### src/status_display_pkg.sv
/*
 * Shared constants for the status display sequencer: timing, register
 * map, field positions, error code layout and segment patterns.
 * Assumes a single 200 MHz clock and segments ordered g..a, active high.
 */
// Notes on behaviour
// - no errors: hyphen lit one second, dark half a second, repeating
// - second digit dot toggles every half second as heartbeat
// - first digit dot is always dark
// - per error: group code, detailed code, blank; half second each
// - several errors shown one by one in ascending code order, wrapping
// - over twenty errors: show first twenty, then overflow code E0-01
// - all errors cleared: display returns to blinking hyphen
// - error code is E plus group digit plus two detail digits
// - groups: 0 system, 1 io, 2 network, 3 analysis
// - ready lamp lit once periodic processing has begun, dark before
// - red error lamp lit while hardware faulty or after watchdog
// - card access lamp lit only while storage card is accessed
package status_display_pkg;

    // ----------------------------------------------------------------
    // timing
    // ----------------------------------------------------------------
    localparam longint CLK_FREQ_HZ     = 200_000_000;
    localparam longint HALF_SEC_MS     = 500;
    localparam longint MS_PER_SEC      = 1000;
    localparam int     HALF_SEC_CYCLES =
        int'(CLK_FREQ_HZ * HALF_SEC_MS / MS_PER_SEC);

    // ----------------------------------------------------------------
    // register map (byte addresses) and fields
    // ----------------------------------------------------------------
    localparam logic [7:0] ADDR_CTRL   = 8'h00;
    localparam logic [7:0] ADDR_ERR_LO = 8'h04;
    localparam logic [7:0] ADDR_ERR_HI = 8'h08;
    localparam logic [7:0] ADDR_DISP   = 8'h0C;
    localparam logic [7:0] ADDR_IRQ_ST = 8'h10;
    localparam logic [7:0] ADDR_IRQ_MK = 8'h14;

    localparam int CTRL_RUN_BIT   = 0;
    localparam int CTRL_FAULT_BIT = 1;
    localparam int CTRL_WIDTH     = 2;

    localparam int IRQ_ERR_SET   = 0;
    localparam int IRQ_ERR_CLR   = 1;
    localparam int IRQ_OVERFLOW  = 2;
    localparam int IRQ_HW_FAULT  = 3;
    localparam int IRQ_WIDTH     = 4;

    localparam logic [CTRL_WIDTH-1:0] CTRL_RESET = 2'h0;
    localparam logic [IRQ_WIDTH-1:0]  MASK_RESET = 4'h0;

    // ----------------------------------------------------------------
    // error code layout: index = group * 16 + detail
    // ----------------------------------------------------------------
    localparam int         ERR_COUNT  = 64;
    localparam int         IDX_W      = 6;
    localparam int         SHOWN_W    = 5;
    localparam logic [4:0] MAX_SHOWN  = 5'h14;
    localparam logic [5:0] OVF_IDX    = 6'h01;
    localparam logic [3:0] DETAIL_TEN = 4'hA;
    localparam logic [1:0] GRP_SYSTEM   = 2'h0;
    localparam logic [1:0] GRP_IO       = 2'h1;
    localparam logic [1:0] GRP_NETWORK  = 2'h2;
    localparam logic [1:0] GRP_ANALYSIS = 2'h3;

    // ----------------------------------------------------------------
    // segments, g..a
    // ----------------------------------------------------------------
    localparam logic [6:0] SEG_BLANK  = 7'h00;
    localparam logic [6:0] SEG_HYPHEN = 7'h40;
    localparam logic [6:0] SEG_E      = 7'h79;

    typedef enum logic [1:0] {MODE_NORMAL, MODE_ERROR, MODE_OVERFLOW}
        disp_mode_t;
    typedef enum logic [1:0] {PH_FIRST, PH_SECOND, PH_OFF} phase_t;

    function automatic logic [6:0] seg_of(input logic [3:0] d);
        case (d)
            4'h0:    seg_of = 7'h3F;
            4'h1:    seg_of = 7'h06;
            4'h2:    seg_of = 7'h5B;
            4'h3:    seg_of = 7'h4F;
            4'h4:    seg_of = 7'h66;
            4'h5:    seg_of = 7'h6D;
            4'h6:    seg_of = 7'h7D;
            4'h7:    seg_of = 7'h07;
            4'h8:    seg_of = 7'h7F;
            4'h9:    seg_of = 7'h6F;
            default: seg_of = SEG_BLANK;
        endcase
    endfunction

endpackage

### src/tick_if.sv
/*
 * Carrier between the sequencer and its half second tick generator.
 * Assumes both ends share pclk.
 */
`timescale 1ns/1ps
interface tick_if;
    logic ce;
    logic tick;
    modport gen  (input ce, output tick);
    modport user (output ce, input tick);
endinterface
### src/half_sec_tick.sv
/*
 * Free running prescaler giving a one cycle tick every CYCLES clocks that have the clock enable high.
 * Assumes the clock enable arrives through the carrier interface.
 */
`timescale 1ns/1ps
module half_sec_tick #(
    parameter int CYCLES = 100_000_000
) (
    input  wire logic pclk,
    input  wire logic presetn,
    tick_if.gen       tk
);
    localparam int CW = $clog2(CYCLES + 1);
    localparam logic [CW-1:0] LAST = CW'(CYCLES - 1);

    logic [CW-1:0] count_reg;

    always_ff @(posedge pclk or negedge presetn) begin
        if (!presetn) begin
            count_reg <= '0;
        end else if (tk.ce) begin
            if (count_reg == LAST) begin
                count_reg <= '0;
            end else begin
                count_reg <= count_reg + 1'b1;
            end
        end
    end

    assign tk.tick = tk.ce && (count_reg == LAST);
endmodule

### src/status_display_sequencer.sv
/*
 * Two digit seven segment status display and status lamp driver with an
 * APB register slave and one level interrupt.
 * Assumes error sources present a level per error code index, inputs are
 * synchronous to pclk, and the APB master follows the usual protocol.
 */
`timescale 1ns/1ps
module status_display_sequencer
    import status_display_pkg::*;
#(
    parameter int HALF_CYCLES = HALF_SEC_CYCLES
) (
    input  wire logic                 pclk,
    input  wire logic                 presetn,
    input  wire logic                 ce,
    input  wire logic                 psel,
    input  wire logic                 penable,
    input  wire logic                 pwrite,
    input  wire logic [7:0]           paddr,
    input  wire logic [31:0]          pwdata,
    output logic      [31:0]          prdata,
    output logic                      pready,
    output logic                      pslverr,
    input  wire logic [ERR_COUNT-1:0] err_in,
    input  wire logic                 hw_fault_in,
    input  wire logic                 watchdog_to_in,
    input  wire logic                 card_busy_in,
    output logic      [6:0]           seg_digit0,
    output logic      [6:0]           seg_digit1,
    output logic                      dp_digit0,
    output logic                      dp_digit1,
    output logic                      periodic_run_lamp,
    output logic                      error_lamp,
    output logic                      card_access_lamp,
    output logic                      irq
);

    // ----------------------------------------------------------------
    // tick source
    // ----------------------------------------------------------------
    tick_if tk ();
    assign tk.ce = ce;

    half_sec_tick #(.CYCLES(HALF_CYCLES)) u_tick (
        .pclk    (pclk),
        .presetn (presetn),
        .tk      (tk)
    );

    logic tick;
    assign tick = tk.tick;

    // ----------------------------------------------------------------
    // register state
    // ----------------------------------------------------------------
    logic [CTRL_WIDTH-1:0] ctrl_reg;
    logic [ERR_COUNT-1:0]  err_sw_reg;
    logic [IRQ_WIDTH-1:0]  irq_st_reg;
    logic [IRQ_WIDTH-1:0]  irq_mk_reg;
    logic                  rd_ok_reg;
    logic [ERR_COUNT-1:0]  err_all;
    logic                  addr_ok;
    logic                  wr_en;
    logic [31:0]           rd_next;

    disp_mode_t             mode_reg;
    phase_t                 phase_reg;
    logic [IDX_W-1:0]       idx_reg;
    logic [SHOWN_W-1:0]     shown_reg;
    logic                   any_err_reg;
    logic                   fault_reg;

    assign err_all = err_in | err_sw_reg;

    // ----------------------------------------------------------------
    // apb slave: zero wait once a setup cycle has been seen under ce
    // ----------------------------------------------------------------
    always_comb begin
        addr_ok = 1'b1;
        rd_next = '0;
        unique case (paddr)
            ADDR_CTRL:   rd_next = 32'(ctrl_reg);
            ADDR_ERR_LO: rd_next = err_all[31:0];
            ADDR_ERR_HI: rd_next = err_all[63:32];
            ADDR_DISP:   rd_next = {17'h0_0000, shown_reg,
                                    2'(mode_reg), 2'(phase_reg), idx_reg};
            ADDR_IRQ_ST: rd_next = 32'(irq_st_reg);
            ADDR_IRQ_MK: rd_next = 32'(irq_mk_reg);
            default:     addr_ok = 1'b0;
        endcase
    end

    assign pready  = penable && ce && rd_ok_reg;
    assign pslverr = pready && !addr_ok;
    assign wr_en   = psel && pready && pwrite && addr_ok;

    always_ff @(posedge pclk or negedge presetn) begin
        if (!presetn) begin
            rd_ok_reg <= 1'b0;
            prdata    <= '0;
        end else if (ce) begin
            rd_ok_reg <= psel && !pready;
            if (psel && !penable && !pwrite) begin
                prdata <= rd_next;
            end
        end
    end

    always_ff @(posedge pclk or negedge presetn) begin
        if (!presetn) begin
            ctrl_reg   <= CTRL_RESET;
            err_sw_reg <= '0;
            irq_mk_reg <= MASK_RESET;
        end else if (wr_en) begin
            unique case (paddr)
                ADDR_CTRL:   ctrl_reg <= pwdata[CTRL_WIDTH-1:0];
                ADDR_ERR_LO: err_sw_reg[31:0] <= pwdata;
                ADDR_ERR_HI: err_sw_reg[63:32] <= pwdata;
                ADDR_IRQ_MK: irq_mk_reg <= pwdata[IRQ_WIDTH-1:0];
                default:     ;
            endcase
        end
    end

    // ----------------------------------------------------------------
    // next error search; lowest index wins by descending scan
    // ----------------------------------------------------------------
    logic             first_found;
    logic             after_found;
    logic [IDX_W-1:0] first_idx;
    logic [IDX_W-1:0] after_idx;
    logic             frame_end;

    always_comb begin
        first_found = 1'b0;
        after_found = 1'b0;
        first_idx   = '0;
        after_idx   = '0;
        for (int i = ERR_COUNT - 1; i >= 0; i--) begin
            if (err_all[i]) begin
                first_found = 1'b1;
                first_idx   = IDX_W'(i);
                if (IDX_W'(i) > idx_reg) begin
                    after_found = 1'b1;
                    after_idx   = IDX_W'(i);
                end
            end
        end
    end

    assign frame_end = tick && (phase_reg == PH_OFF);

    // ----------------------------------------------------------------
    // phase and slot sequencing
    // ----------------------------------------------------------------
    always_ff @(posedge pclk or negedge presetn) begin
        if (!presetn) begin
            phase_reg <= PH_FIRST;
        end else if (tick) begin
            unique case (phase_reg)
                PH_FIRST:  phase_reg <= PH_SECOND;
                PH_SECOND: phase_reg <= PH_OFF;
                PH_OFF:    phase_reg <= PH_FIRST;
                default:   phase_reg <= PH_FIRST;
            endcase
        end
    end

    // a new error waits for the current frame to end, so the display
    // never shows a partial phase
    always_ff @(posedge pclk or negedge presetn) begin
        if (!presetn) begin
            mode_reg  <= MODE_NORMAL;
            idx_reg   <= '0;
            shown_reg <= '0;
        end else if (frame_end) begin
            if (!first_found) begin
                mode_reg  <= MODE_NORMAL;
                shown_reg <= '0;
            end else if (mode_reg == MODE_ERROR && after_found &&
                         shown_reg == MAX_SHOWN) begin
                mode_reg  <= MODE_OVERFLOW;
                shown_reg <= '0;
            end else if (mode_reg == MODE_ERROR && after_found) begin
                idx_reg   <= after_idx;
                shown_reg <= shown_reg + 1'b1;
            end else begin
                mode_reg  <= MODE_ERROR;
                idx_reg   <= first_idx;
                shown_reg <= 5'h01;
            end
        end
    end

    // ----------------------------------------------------------------
    // digit drive
    // ----------------------------------------------------------------
    logic [IDX_W-1:0] disp_idx;
    logic [1:0]       grp;
    logic [3:0]       detail;
    logic [3:0]       tens;
    logic [3:0]       ones;

    assign disp_idx = (mode_reg == MODE_OVERFLOW) ? OVF_IDX : idx_reg;
    assign grp      = disp_idx[5:4];
    assign detail   = disp_idx[3:0];
    assign tens     = (detail >= DETAIL_TEN) ? 4'h1 : 4'h0;
    assign ones     = (detail >= DETAIL_TEN) ? detail - DETAIL_TEN : detail;

    always_ff @(posedge pclk or negedge presetn) begin
        if (!presetn) begin
            seg_digit0 <= SEG_BLANK;
            seg_digit1 <= SEG_BLANK;
        end else if (ce) begin
            if (mode_reg == MODE_NORMAL) begin
                if (phase_reg == PH_OFF) begin
                    seg_digit0 <= SEG_BLANK;
                    seg_digit1 <= SEG_BLANK;
                end else begin
                    seg_digit0 <= SEG_HYPHEN;
                    seg_digit1 <= SEG_HYPHEN;
                end
            end else begin
                unique case (phase_reg)
                    PH_FIRST: begin
                        seg_digit0 <= SEG_E;
                        seg_digit1 <= seg_of({2'h0, grp});
                    end
                    PH_SECOND: begin
                        seg_digit0 <= seg_of(tens);
                        seg_digit1 <= seg_of(ones);
                    end
                    default: begin
                        seg_digit0 <= SEG_BLANK;
                        seg_digit1 <= SEG_BLANK;
                    end
                endcase
            end
        end
    end

    assign dp_digit0 = 1'b0;

    always_ff @(posedge pclk or negedge presetn) begin
        if (!presetn) begin
            dp_digit1 <= 1'b0;
        end else if (tick) begin
            dp_digit1 <= !dp_digit1;
        end
    end

    // ----------------------------------------------------------------
    // lamps
    // ----------------------------------------------------------------
    always_ff @(posedge pclk or negedge presetn) begin
        if (!presetn) begin
            periodic_run_lamp <= 1'b0;
            error_lamp        <= 1'b0;
            card_access_lamp  <= 1'b0;
        end else if (ce) begin
            periodic_run_lamp <= ctrl_reg[CTRL_RUN_BIT];
            error_lamp        <= hw_fault_in || watchdog_to_in ||
                                 ctrl_reg[CTRL_FAULT_BIT];
            card_access_lamp  <= card_busy_in;
        end
    end

    // ----------------------------------------------------------------
    // interrupts: set wins over a same cycle write-one clear
    // ----------------------------------------------------------------
    logic [IRQ_WIDTH-1:0] irq_set;

    always_comb begin
        irq_set               = '0;
        irq_set[IRQ_ERR_SET]  = first_found && !any_err_reg;
        irq_set[IRQ_ERR_CLR]  = !first_found && any_err_reg;
        irq_set[IRQ_OVERFLOW] = frame_end && mode_reg == MODE_ERROR &&
                                after_found && shown_reg == MAX_SHOWN;
        irq_set[IRQ_HW_FAULT] = error_lamp && !fault_reg;
    end

    always_ff @(posedge pclk or negedge presetn) begin
        if (!presetn) begin
            any_err_reg <= 1'b0;
            fault_reg   <= 1'b0;
            irq_st_reg  <= '0;
        end else if (ce) begin
            any_err_reg <= first_found;
            fault_reg   <= error_lamp;
            if (wr_en && paddr == ADDR_IRQ_ST) begin
                irq_st_reg <= (irq_st_reg & ~pwdata[IRQ_WIDTH-1:0]) | irq_set;
            end else begin
                irq_st_reg <= irq_st_reg | irq_set;
            end
        end
    end

    assign irq = |(irq_st_reg & irq_mk_reg);
endmodule

### config.mk
export PLATFORM = sky130hd
export DESIGN_NAME = status_display_sequencer
export DESIGN_NICKNAME = d
export VERILOG_FILES = /design/src/status_display_pkg.sv /design/src/tick_if.sv /design/src/half_sec_tick.sv /design/src/status_display_sequencer.sv
export SDC_FILE = /design/constraint.sdc
export NUM_CORES = 1
export LEC_CHECK = 0
export BUFFER_PORTS_ARGS = -buffer_cell sky130_fd_sc_hd__buf_2
export CORE_MARGIN = 3
export CORE_UTILIZATION = 46
export DETAILED_ROUTE_END_ITERATION = 12
export HOLD_SLACK_MARGIN = 0.08
export PLACE_DENSITY_LB_ADDON = 0.12
export SYNTH_ARGS = -nofsm -noshare
export SYNTH_HDL_FRONTEND = slang
export SYNTH_HIERARCHICAL = 1
export SYNTH_SLANG_ARGS = --single-unit
### constraint.sdc
create_clock -name pclk -period 4.72 [get_ports pclk]
set_input_delay 0.944 -clock pclk [delete_from_list [all_inputs] [get_ports pclk]]
set_output_delay 0.944 -clock pclk [all_outputs]
set_load 0.02 [all_outputs]
==> results by group <==
Critical path
  • CP required: 5070 ps
  • Worst r2r dst: idx_reg[3]
  • Worst Path Arrival: 4250 ps
  • Crit-path max FO: 21
  • Register-to-register setup slack: 830 ps
  • Worst setup EP type: register
  • Worst R2R Start: idx_reg[1]
  • WS Path Type: register to register
  • Worst R2R Path Depth: 9
  • Critical path launch point type: register

Timing
  • # setup viols final: 0
  • Max Fclk: 0.257 GHz
  • Final Max Tran Viols: 0
  • Fin. Hold Viols: 0
  • Final Cycle Share: 82.5%
  • Setup TNS: 0 ps
  • Setup slack after layout: 826 ps
  • Setup Skew: 15.6 ps
  • Slew @ Worst Pin: 950 ps
  • Slew margin rel.: 36.1%
  • Min Tclk post-route: 3890 ps
  • Setup repair after global routing missed its margin: false

Finish
  • Final Cell Area: 12800 um^2
  • Fillers: 2170
  • Layout Cells excl Fill: 1731
  • Max reg flops: 64
  • Most frequent cells in the layout: dfrtp_1, buf_2, nor2_1
  • Area delta synth->final: 16.9%
  • Share of post-route cells with drive strength above 1: 27.5%
  • Leading cell type in the layout, fill and taps excluded: dfrtp_1
  • Nets: 1527

Synth
  • Ys async rst share: 100%
  • Main combinational cell family by area after synthesis: compound AO/OA/AOI/OAI gates
  • Post-Syn Area: 11000 um^2
  • Synthesized area per cell: 8.86 um^2
  • Synth Area in Compound Gates: 24.4%
  • Top_reg_cell synth: dfrtp_1
  • Post-Synth Adder-Cell Area: 1.03%
  • XOR/XNOR share of the synthesized area: 1.92%
  • Synth warn: 6
  • Post-Synth Simple-Gate Area: 22.0%
  • Post-synthesis mux area share: 8.84%
  • Seq/Total Area, Yosys: 37.6%
  • Post-synth EDFFs: 0
  • Yosys reg bits: 165
  • Post-synth net total: 1360
  • Netlist cell types: 93
  • Syn Inst Count: 1238

Clocking
  • Hold_buf cts: 0
  • Root Buffer: clkbuf_16
  • CTS clk-pin slew, worst paths: 80 ps
  • Clk Latency, worst-skew pair: 450 ps
  • CTS tree: done
  • Number of CTS-inserted buffers: 17
  • CTS-repair resized insts: 0
  • H-tree level count: 4
  • Setup bufs post-CTS: 0
  • Num Clock Sinks: 165
  • Max clock buf depth: 2

Floorplanning
  • Total core area: 23100 um^2
  • Die area: 25700 um^2
  • Initial core utilization: 47.6%
  • IO Pins: 167
  • Die W: 160 um
  • FP Rows: 55
  • Die Height: 160 um

Power
  • NetSw: 1.10 mW
  • Worst VDD drop: 0.193 mV
  • Combinational share of power: 15.0%
  • Clock network fraction of total power: 40.5%
  • Sw Share: 31.7%
  • Tot Pwr: 3.46 mW
  • Power per cell area: 270 nW/um^2
  • Sequential power share: 44.5%
  • Internal: 2.36 mW
  • Lkg Pwr: 5.87 nW

Detailed routing
  • Pre-Repair DR Iteration Count: 8
  • Wirelength, routed: 42.1 mm
  • Routed len/inst: 24.3 um
  • DRC marker count from the first detailed-route iteration: 1288
  • Detail Route Antenna Nets: 0
  • Drt via density: 6.41
  • DRC viols: 0
  • Routed via count: 11095

GRT
  • GRT Residual Overflow: 0
  • Initial antenna violation count: 4
  • Met1 Track Usage GR: 44.0%
  • Global-route wire length before repair: 64.4 mm
  • Most crowded layer after global routing: met2
  • Largest net degree at the start of global routing: 90
  • Gr usage total: 32.2%
  • Met2 Use GR: 51.0%
  • Met3 Use GR: 7.04%
  • Vias in the first global route: 10832

Run
  • Max-Cap Viols: 0

Placed design
  • Post-Place Setup Slack: 852 ps
  • Placed cell count: 1699
  • IO buf count: 165
  • Dpl cell area: 12200 um^2
  • Routability congestion estimate from global placement: 1.03
  • Detail Placement HPWL: 32.7 mm

Hold path
  • Worst hold stages: 1
  • Hold Path Origin: fault_reg
  • HP Class: register to register
  • Hold Crit Endpoint: irq_st_reg[3]

Run status
  • Outcome: completed
==> synth_stat cells (24+ instances only) <==
cell type,n,share of area [%]
clkbuf_1,38,1.3
a21oi_1,65,3.0
nand4_1,24,1.4
nand2_1,104,3.6
or2_2,30,1.7
dfrtp_1,165,38
mux2_2,78,8.0
nand3_1,26,1.2
nor4_1,31,1.8
o21ai_0,100,4.6
nor2_1,135,4.6
a31oi_1,34,1.9
==> metrics by stage <==
step | hold slack (ps) | utilization, %
5_1_grt | 488 | 55.6
4_1_cts | 458 | 55.6
6_report | 458 | 55.6
3_3_place_gp | 444 | 53.1
3_5_place_dp | 447 | 53.1
2_1_floorplan | 435 | -
==> worst max path at each step <==
| stage | startpoint | end | slack (ps) | cells after the start |
|---|---|---|---|---|
| 2_1_floorplan | paddr[0] | pslverr | 1270 | 4 |
| 3_3_place_gp | err_in[9] | idx_reg[2] | 940 | 9 |
| 3_5_place_dp | err_in[51] | idx_reg[2] | 850 | 9 |
| 4_1_cts | idx_reg[1] | idx_reg[3] | 960 | 9 |
| 5_1_grt | idx_reg[1] | idx_reg[3] | 650 | 9 |
| 6_report | idx_reg[1] | idx_reg[3] | 830 | 9 |
==> power by group through the flow <==
stage	Clock, mW	Combinational [mW]	Sequential (mW)
final	1.40	0.518	1.54
after CTS	1.43	0.515	1.54
after global routing	1.48	0.561	1.55
after detailed placement	0	0.512	1.57
after global placement	0	0.511	1.57
after floorplan	0	0.234	1.60
==> layer usage <==
metal	wire length (um)	vias to the layer above	share of wire (%)
met1	17800	5396	42
met4	1360	6	3.2
met5	36	-	0.086
met2	19200	558	46
li1	-	5018	-
met3	3650	117	8.7
==> critical path, stage by stage (launching register included) <==
cell       delay (ps)
dfrtp_1           960
buf_4             280
nand2_1           130
o21ai_0           320
nand4bb_1         290
or4_4             530
o31ai_4           360
nand2_4           150
or4_1             550
a31oi_1           220
==> area by class of cell <==
cell class	instances	area, um^2	area share, %
multi-input cells	981	6400	49.9
well taps	313	392	3.05
repair buffers	218	1240	9.68
clock inverters	14	155	1.21
flip-flops and latches	165	4130	32.2
clock buffers	17	425	3.32
inverters	22	82.6	0.644
diodes	1	2.50	0.0195
==> logic make-up (layout without fill, tap and decap cells) <==
group | count (synthesis) | count (layout)
AO/OA/AOI/OAI | 396 | 396
XOR/XNOR | 24 | 24
adder cells (fa/ha/maj) | 9 | 9
buffers and inverters | 92 | 271
flip-flops | 165 | 165
multiplexers | 87 | 87
other | 1 | 2
AND/OR/NAND/NOR | 464 | 464
(Power assumes the default switching activity.)
